File: src/hdl/ipsm_regs.vh
/*
  Register offsets, field positions, reset values and source codes for the
  input pin select mux. Assumes word-indexed 16-bit registers on a plain port.
*/
`ifndef IPSM_REGS_VH
`define IPSM_REGS_VH

// register indexes on the plain register port
`define IPSM_ADDR_W 4
`define IPSM_OFS_CAN_SEL 4'h0
`define IPSM_OFS_SYNC_SEL 4'h1
`define IPSM_OFS_DTCMP_SEL 4'h2
`define IPSM_OFS_STATUS 4'h3

// field positions
`define IPSM_CAN_FIELD_LSB 0
`define IPSM_SYNC_FIELD_LSB 8
`define IPSM_DTCMP_FIELD_LSB 8
`define IPSM_STAT_CAN_BIT 0
`define IPSM_STAT_SYNC_BIT 1
`define IPSM_STAT_DTCMP_BIT 2

// reset values
`define IPSM_SEL_RESET 8'h00
`define IPSM_RDATA_RESET 16'h0000

// source codes
`define IPSM_CODE_GROUND 8'h00
`define IPSM_CODE_COMP_ONE 8'h01
`define IPSM_CODE_FIRST_PIN 8'h02
`define IPSM_CODE_LAST_PIN 8'hB5

`endif

File: src/hdl/ipsm_source_mux.v
/*
  One peripheral input source selector: ground, comparator one or a
  remappable pin chosen by an eight-bit code, result registered.
  Assumes all source levels are already in the clk_sys domain.
*/
`timescale 1ns/10ps
`include "ipsm_regs.vh"

module ipsm_source_mux #(
  parameter NUM_PINS = 182
) (
  input wire clk_sys,
  input wire rst_b,
  input wire [7:0] source_sel,
  input wire comparator_one_output,
  input wire [NUM_PINS-1:0] remap_pins,
  output reg routed
);

  reg next_routed;

  ////////////////////////////////////////////////////////////////////////////
  // decode the code into a source level; unused codes read ground
  always @* begin
    next_routed = 1'b0;
    if (source_sel == `IPSM_CODE_GROUND) begin
      next_routed = 1'b0;
    end else if (source_sel == `IPSM_CODE_COMP_ONE) begin
      next_routed = comparator_one_output;
    end else if ((source_sel >= `IPSM_CODE_FIRST_PIN) &&
                 (source_sel <= `IPSM_CODE_LAST_PIN) &&
                 ({24'h000000, source_sel} < NUM_PINS)) begin
      next_routed = remap_pins[source_sel];
    end
  end

  // registered output
  always @(posedge clk_sys) begin
    if (!rst_b) begin
      routed <= 1'b0;
    end else begin
      routed <= next_routed;
    end
  end

endmodule // ipsm_source_mux

File: src/hdl/ipsm_sync.v
/*
  Three-flop synchroniser bank for inputs from outside the clock domain.
  A new level is accepted only once the second and third stages agree.
  Assumes clk_sys and a synchronous active-low reset.
*/
`timescale 1ns/10ps

module ipsm_sync #(
  parameter WIDTH = 1
) (
  input wire clk_sys,
  input wire rst_b,
  input wire [WIDTH-1:0] async_in,
  output wire [WIDTH-1:0] clean_out
);

  ////////////////////////////////////////////////////////////////////////////
  genvar g;
  generate
    for (g = 0; g < WIDTH; g = g + 1) begin : gen_bit
      reg stage1;
      reg stage2;
      reg stage3;
      reg clean;
      // first stage feeds only the second; filter looks at stages two and three
      always @(posedge clk_sys) begin
        if (!rst_b) begin
          stage1 <= 1'b0;
          stage2 <= 1'b0;
          stage3 <= 1'b0;
          clean <= 1'b0;
        end else begin
          stage1 <= async_in[g];
          stage2 <= stage1;
          stage3 <= stage2;
          if (stage2 == stage3) begin
            clean <= stage3;
          end
        end
      end
      assign clean_out[g] = clean;
    end
  endgenerate

endmodule // ipsm_sync

File: src/hdl/ipsm_top.v
/*
  Input pin select mux: routes the CAN receive line, PWM sync input 1 and
  PWM dead-time compensation input 1 from software-chosen sources.
  Assumes a plain register port on clk_sys with read data one cycle later,
  and asynchronous pin and comparator levels.

*/
`timescale 1ns/10ps
`include "ipsm_regs.vh"

module ipsm_top #(
  parameter NUM_PINS = 182
) (
  input wire clk_sys,
  input wire rst_b,
  input wire [`IPSM_ADDR_W-1:0] reg_addr,
  input wire [15:0] reg_wdata,
  input wire reg_wr,
  input wire reg_rd,
  output reg [15:0] reg_rdata,
  input wire comparator_one_output,
  input wire [NUM_PINS-1:0] remap_pins,
  output wire can_receive_line,
  output wire pwm_sync_input_one,
  output wire deadtime_comp_input_one
);

  reg [7:0] can_receive_source_field;
  reg [7:0] pwm_sync_source_field;
  reg [7:0] deadtime_comp_source_field;
  reg [15:0] next_rdata;
  wire comp_clean;
  wire [NUM_PINS-1:0] pins_clean;
  wire can_routed;
  wire sync_routed;
  wire dtcmp_routed;

  ////////////////////////////////////////////////////////////////////////////
  // selector fields, writable from the register port
  always @(posedge clk_sys) begin
    if (!rst_b) begin
      can_receive_source_field <= `IPSM_SEL_RESET;
      pwm_sync_source_field <= `IPSM_SEL_RESET;
      deadtime_comp_source_field <= `IPSM_SEL_RESET;
    end else if (reg_wr) begin
      case (reg_addr)
        `IPSM_OFS_CAN_SEL: begin
          can_receive_source_field <= reg_wdata[`IPSM_CAN_FIELD_LSB +: 8];
        end
        `IPSM_OFS_SYNC_SEL: begin
          pwm_sync_source_field <= reg_wdata[`IPSM_SYNC_FIELD_LSB +: 8];
        end
        `IPSM_OFS_DTCMP_SEL: begin
          deadtime_comp_source_field <= reg_wdata[`IPSM_DTCMP_FIELD_LSB +: 8];
        end
        default: begin
        end
      endcase
    end
  end

  ////////////////////////////////////////////////////////////////////////////
  // read data decode; unimplemented bytes and unmapped indexes read zero
  always @* begin
    next_rdata = 16'h0000;
    case (reg_addr)
      `IPSM_OFS_CAN_SEL: begin
        next_rdata = {8'h00, can_receive_source_field};
      end
      `IPSM_OFS_SYNC_SEL: begin
        next_rdata = {pwm_sync_source_field, 8'h00};
      end
      `IPSM_OFS_DTCMP_SEL: begin
        next_rdata = {deadtime_comp_source_field, 8'h00};
      end
      `IPSM_OFS_STATUS: begin
        next_rdata[`IPSM_STAT_CAN_BIT] = can_routed;
        next_rdata[`IPSM_STAT_SYNC_BIT] = sync_routed;
        next_rdata[`IPSM_STAT_DTCMP_BIT] = dtcmp_routed;
      end
      default: begin
        next_rdata = 16'h0000;
      end
    endcase
  end

  // read data stand in the cycle after the strobe only
  always @(posedge clk_sys) begin
    if (!rst_b) begin
      reg_rdata <= `IPSM_RDATA_RESET;
    end else if (reg_rd) begin
      reg_rdata <= next_rdata;
    end else begin
      reg_rdata <= `IPSM_RDATA_RESET;
    end
  end

  ////////////////////////////////////////////////////////////////////////////
  // bring comparator and remap pins into the clock domain
  ipsm_sync #(
    .WIDTH(NUM_PINS + 1)
  ) u_sync (
    .clk_sys(clk_sys),
    .rst_b(rst_b),
    .async_in({comparator_one_output, remap_pins}),
    .clean_out({comp_clean, pins_clean})
  );

  ////////////////////////////////////////////////////////////////////////////
  // one selector per peripheral input, all with the same encoding
  ipsm_source_mux #(
    .NUM_PINS(NUM_PINS)
  ) u_can_mux (
    .clk_sys(clk_sys),
    .rst_b(rst_b),
    .source_sel(can_receive_source_field),
    .comparator_one_output(comp_clean),
    .remap_pins(pins_clean),
    .routed(can_routed)
  );

  ipsm_source_mux #(
    .NUM_PINS(NUM_PINS)
  ) u_sync_mux (
    .clk_sys(clk_sys),
    .rst_b(rst_b),
    .source_sel(pwm_sync_source_field),
    .comparator_one_output(comp_clean),
    .remap_pins(pins_clean),
    .routed(sync_routed)
  );

  ipsm_source_mux #(
    .NUM_PINS(NUM_PINS)
  ) u_dtcmp_mux (
    .clk_sys(clk_sys),
    .rst_b(rst_b),
    .source_sel(deadtime_comp_source_field),
    .comparator_one_output(comp_clean),
    .remap_pins(pins_clean),
    .routed(dtcmp_routed)
  );

  // routed levels come straight from the selector flip-flops
  assign can_receive_line = can_routed;
  assign pwm_sync_input_one = sync_routed;
  assign deadtime_comp_input_one = dtcmp_routed;

endmodule // ipsm_top
File: config.mk
export PLATFORM = sky130hd
export DESIGN_NAME = ipsm_top
export DESIGN_NICKNAME = d
export VERILOG_FILES = /design/src/hdl/ipsm_source_mux.v /design/src/hdl/ipsm_sync.v /design/src/hdl/ipsm_top.v
export VERILOG_INCLUDE_DIRS = /design/src /design/src/hdl
export SDC_FILE = /design/constraint.sdc
export NUM_CORES = 1
export LEC_CHECK = 0
export ABC_AREA = 0
export BUFFER_PORTS_ARGS = -buffer_cell sky130_fd_sc_hd__buf_2
export CAP_MARGIN = 10
export CELL_PAD_IN_SITES_DETAIL_PLACEMENT = 1
export CELL_PAD_IN_SITES_GLOBAL_PLACEMENT = 2
export CORE_UTILIZATION = 33
export CTS_BUF_LIST = sky130_fd_sc_hd__clkbuf_2 sky130_fd_sc_hd__clkbuf_4 sky130_fd_sc_hd__clkbuf_8
export CTS_CLUSTER_DIAMETER = 30
export DETAILED_ROUTE_END_ITERATION = 12
export PLACE_DENSITY_LB_ADDON = 0.1
export SYNTH_ARGS = -nofsm -noshare
export SYNTH_HDL_FRONTEND = slang
export SYNTH_HIERARCHICAL = 1
export SYNTH_SLANG_ARGS = --single-unit
File: constraint.sdc
create_clock -name clk_sys -period 7.1 [get_ports clk_sys]
set_input_delay 0.71 -clock clk_sys [delete_from_list [all_inputs] [get_ports clk_sys]]
set_output_delay 0.71 -clock clk_sys [all_outputs]
set_load 0.05 [all_outputs]
==> impl_metrics.tcl, run 1 <==
set metrics [dict create \
    critPathTopFamily "flip-flops" \
    port-buffer-count 225 \
    wl_mm 74.4 \
    synthCells 2619 \
    drtAntennaViolNets 0 \
    synth_top_area_cell "dfxtp_1" \
    root_buffer "clkbuf_8" \
    clock_latency_ps 820 \
    synth-seq-area-share_pct 52.7 \
    final_cells 4014 \
    power_density_nw_per_um2 306 \
    grt_pass1_vias 20162 \
    die_h_um 301 \
    drv_cap 0 \
    synth.avg_cell_area_um2 11.2 \
    path_class "reg2reg" \
    clk_pin_slew_ps 50 \
    path_buf_inv 0 \
    ys.flop_type "dfxtp_1" \
    clock-sinks 775 \
    hold_viol_final 0 \
    ctsResizeCount 0 \
    die_w_um 301 \
    placed_cells 3697 \
    nets 2913 \
    synthAdderAreaFrac_pct 0 \
    crit_arrival_ps 3730 \
    antenna_found_initial 2 \
    vias_per_cell 4.70 \
    cts_buffers 171 \
    grt_max_degree 263 \
    critical_path_required_ps 7780 \
    period_minus_slack_ps 3050 \
    synth_most_common_cell "dfxtp_1" \
    cts.htree.levels 4 \
    ioPinCount 226 \
    synth_compound_area_share_pct 9.52 \
    grt_pass1_wl_mm 115 \
    placed_cell_area_um2 29900 \
    synth_top_area_share_pct 52.7 \
    synthXorXnorAreaFrac_pct 0 \
    cts.path.max_buffers 3 \
    clock.fmax_mhz 328 \
    status "completed" \
    netlist_area_um2 29400 \
    fin_tns_setup_ps 0 \
    cts_tree "built" \
    ys_types 44 \
    synthArstFlopShare_pct 0 \
    max_stage_delay_ps 960 \
    slew_viol_final 0 \
    cp-start-kind "register" \
    vias 18856 \
    fin_ws_ps 4050 \
    dpl.hpwl_mm 50.7 \
    worstMarginPinSlew_ps 1040 \
    cp-end-kind "register" \
    dr.pass1.iters 5 \
    yosys.area_share.simple_pct 16.6 \
    hp-class "in2reg" \
    post-place-ws_ps 4010 \
    core-area_um2 88400 \
    p_leak_nw 13.0 \
    max_slew_margin_pct 30.7 \
    vdd_drop_max_mv 0.182 \
    crit_slowest_cell "dfxtp_4" \
    dieArea_um2 90400 \
    avgRoutedWirePerCell_um 18.5 \
    fin_worst_skew_ps 21.6 \
    yosys_warnings 6 \
    setup_violations 0 \
    overflow 0 \
    start_util_pct 33.3 \
    muxShareOfSynthArea_pct 13.6 \
    drt-initial-drc-count 695 \
    final_area_um2 33900 \
    min_period_over_period_pct 42.9 \
    layout-drive-gt1-share_pct 24.4 \
    area_delta_synth_final_pct 15.3 \
    grt_use_total_pct 16.6 \
    gp_congestion 0.789 \
    synth.area.top_cells "dfxtp_1, and2_1, mux4_2" \
    synth-edff-count 0 \
    synthTopCellsByCount "dfxtp_1, and2_1, nand2_1, buf_4, o21ai_0" \
    syn_nets 2826 \
    synth_top_family_by_area "simple AND/OR/NAND/NOR gates" \
    ys_seq_elements 775 \
    worstPathCellList "mux4_1 > mux2i_1 > o22ai_1 > or4b_1 > a211oi_1 > o32ai_1" \
    rsz0062_at_grt "false" \
    post-route-drc-count 0 \
    row_count 109 \
    crit_fanout 50 \
]
[power by group]
| part | total, mW | internal (mW) | switching (mW) |
|---|---|---|---|
| Sequential | 4.56 | 4.48 | 0.0708 |
| Combinational | 0.263 | 0.141 | 0.122 |
| Clock | 5.56 | 3.50 | 2.06 |
| Total | 10.4 | 8.12 | 2.26 |
[timing repair]
item | CTS | global route
endpoints found under the hold margin | 1 | 0
hold buffers | 1 | 0
setup buffers | 0 | 0
[through the flow]
step,hold slack [ps],util (%),power [mW]
floorplan,412,-,4.80
CTS,3.98,38.4,10.6
global placement,415,33.8,4.91
finish,96.5,38.4,10.4
global route,21.4,38.4,10.9
detailed placement,420,33.8,4.92
[worst reg2reg max path, cell delays in order (launching register included)]
cell and delay [ps]:
dfxtp_4 960, mux4_1 770, mux2i_1 200, o22ai_1 110
or4b_1 510, a211oi_1 240, o32ai_1 130
[worst paths after layout]
| path | start | endpoint | slack, ps | cells after the start |
|---|---|---|---|---|
| worst max-delay path | pwm_sync_source_field[0] | u_sync_mux/routed | 4050 | 6 |
| worst min-delay path | remap_pins[128] | u_sync/gen_bit[128].stage1 | 100 | 2 |
| worst max register to register | pwm_sync_source_field[0] | u_sync_mux/routed | 4050 | 6 |
| worst min register to register | u_sync/gen_bit[135].stage1 | u_sync/gen_bit[135].stage2 | 410 | 1 |
[cell type report]
class,instances,area (um2)
Timing Repair Buffer,232,1220
Clock inverter,82,1010
Tap cell,1165,1460
Clock buffer,232,3000
Fill cell,9601,54500
Multi-Input combinational cell,1520,11700
Sequential cell,775,15500
Inverter,6,22.5
Antenna cell,2,5.00
[cell families after synthesis]
group           Yosys count
compound gates          432
buf+inv                 324
simple gates            872
flops                   775
mux                     216
[layout by cell type, fill, tap and decap left out, drive strengths merged, types with 4 or more instances in the layout]
cell and n:
a211oi 9, a21boi 183, a21oi 9, a22oi 8, and2 554, buf 231, bufinv 20, clkbuf 232
clkinv 41, clkinvlp 15, dfxtp 775, inv 12, mux2 9, mux2i 69, mux4 138, nand2 238
nand3 15, nand3b 12, nor2 22, nor2b 6, nor3 4, nor4b 5, o21ai 189, o221ai 9
o22ai 6
[metal layers]
layer	GRT usage (%)	vias to the layer above	wire, um
li1	-	8992	-
met1	20.4	9330	32900
met2	28.2	395	36600
met3	3.79	139	3180
met4	6.55	0	1680
met5	0	-	0
[state kept, by name (all words and copies together) (netlist names)]
name and count:
u_sync/gen_bit.stage2 183, pwm_sync_source_field 8, u_sync/gen_bit.stage1 183, deadtime_comp_source_field 8
u_can_mux/routed 1, u_dtcmp_mux/routed 1, can_receive_source_field 8, u_sync/gen_bit.stage3 183
u_sync/gen_bit.clean 183, reg_rdata 16, u_sync_mux/routed 1
Power figures use the tool's default switching activity.
==> run 2: changes to the inputs <==
- clock period: 7.1 -> 2.6 ns (I/O delays scaled with it)
==> run 2 against run 1 <==
  * Non-clock buffer count grew 253
  * Highest routed layer unchanged
  * Combinational power grew to 3.9 times the previous value
  * Critical path depth up 2
  * Clock power rose to 2.9 times the previous value
  * Final cell count rose by 7.0%
  * Maximum frequency up 21%
  * Power grew to 2.9 times the previous value
  * Sequential share of layout area fell by 3.6 points
  * Worst setup slack got worse by 4000 ps
  * Core utilization is 3.3 points higher
  * Hold slack worse by 23 ps
  * Critical path type unchanged
  * Routed wire length up 6.3%
==> impl_metrics.tcl, run 2 (synthesis gave the netlist of run 1 again) <==
set metrics [dict create \
    row_count 109 \
    area_delta_synth_final_pct 25.3 \
    setup_violations 0 \
    path_class "reg2reg" \
    cp-start-kind "register" \
    p_leak_nw 14.3 \
    clock.fmax_mhz 397 \
    worstPathCellList "buf_12 > buf_4 > mux4_2 > nor2_1 > o2bb2ai_1 > nor4b_1 > a211oi_1 > o32ai_1" \
    die_w_um 301 \
    die_h_um 301 \
    drtAntennaViolNets 0 \
    drv_cap 0 \
    vias 20076 \
    cts_buffers 184 \
    hp-class "in2reg" \
    path_buf_inv 2 \
    max_slew_margin_pct 46.4 \
    vias_per_cell 4.67 \
    status "completed" \
    hp-start "reg_addr[3]" \
    dr.pass1.iters 5 \
    cts_setup_buffers 0 \
    grt_use_total_pct 17.6 \
    critPathTopFamily "simple AND/OR/NAND/NOR gates" \
    cp-end-kind "register" \
    cts.htree.levels 4 \
    nets 3179 \
    drt-initial-drc-count 887 \
    min_period_over_period_pct 96.9 \
    final_area_um2 36900 \
    placed_cell_area_um2 30400 \
    worstMarginPinSlew_ps 792 \
    dieArea_um2 90400 \
    wl_mm 79.0 \
    layout-drive-gt1-share_pct 24.5 \
    start_util_pct 33.3 \
    cts_tree "built" \
    dpl.hpwl_mm 54.6 \
    post-route-drc-count 0 \
    gp_congestion 0.840 \
    vdd_drop_max_mv 0.508 \
    clock-sinks 775 \
    rr_startpoint "deadtime_comp_source_field[1]" \
    crit_fanout 17 \
    clock_latency_ps 840 \
    antenna_found_initial 2 \
    crit_arrival_ps 3260 \
    crit_slowest_cell "nor4b_1" \
    overflow 0 \
    period_minus_slack_ps 2520 \
    cts.path.max_buffers 3 \
    core-area_um2 88400 \
    crit_start "deadtime_comp_source_field[1]" \
    power_density_nw_per_um2 807 \
    rsz0062_at_grt "false" \
    grt_max_degree 208 \
    fin_worst_skew_ps 41.8 \
    hold_viol_final 0 \
    final_common_cell "dfxtp_1" \
    grt_pass1_wl_mm 122 \
    ioPinCount 226 \
    slew_viol_final 0 \
    root_buffer "clkbuf_8" \
    r2r_slack_ps 80 \
    fin_tns_setup_ps 0 \
    final_core_util_pct 41.7 \
    fin_total_pwr_mw 29.7 \
    final_cell_mix "dfxtp_1, and2_1, nand2_1, buf_2, clkbuf_8" \
    max_stage_delay_ps 670 \
    avgRoutedWirePerCell_um 18.4 \
    port-buffer-count 225 \
    grt_pass1_vias 21470 \
    critical_path_required_ps 3340 \
    clk_pin_slew_ps 60 \
]
[run 2: power by group]
group / total (mW) / internal, mW / switching, mW
clock network: 16.3 / 10.2 / 6.09
logic: 1.02 / 0.608 / 0.415
registers: 12.4 / 12.2 / 0.172
total: 29.7 / 23.1 / 6.67
[run 2: per-stage QoR]
stage          hold slack (ps)  worst slack (ps)  instances
2_1_floorplan              387               359       2619
3_3_place_gp               417               120       3740
3_5_place_dp               420               127       3740
4_1_cts                   2.77               116       4295
5_1_grt                   40.5              7.92       4296
6_report                  73.6              79.5       4296
[run 2: worst paths after layout]
path	depth (start not counted)	to
setup reg to reg	8	u_dtcmp_mux/routed
setup / recovery	8	u_dtcmp_mux/routed
hold reg to reg	1	u_sync/gen_bit[106].stage2
hold / removal	4	reg_rdata[9]
[run 2: layer usage]
layer	vias up	track usage [%]	wire [um]
li1	9538	-	-
met2	454	30.4	39500
met1	9939	21.0	34000
met4	0	7.23	2130
met5	-	0	0
met3	145	4.14	3390
[run 2: what timing repair did]
action / CTS / global route
endpoints found under the hold margin: 252 / 0
resized for setup: 0 / 0
hold buffers: 211 / 0
[run 2: worst register-to-register path: stages, from the launching register on]
cell and delay (ps):
dfxtp_4 530, buf_12 230, buf_4 210, mux4_2 200, nor2_1 40, o2bb2ai_1 150, nor4b_1 670, a211oi_1 100
o32ai_1 310
[run 2: cell type report]
type                       count  area (um2)
antenna                        1        2.50
clock buffer                 250        3220
clock inverter                94        1160
fill                        9566       51500
inverter                       6        22.5
multi-input combinational   1520       11700
sequential                   775       15500
tap                         1165        1460
timing repair buffer         485        3780
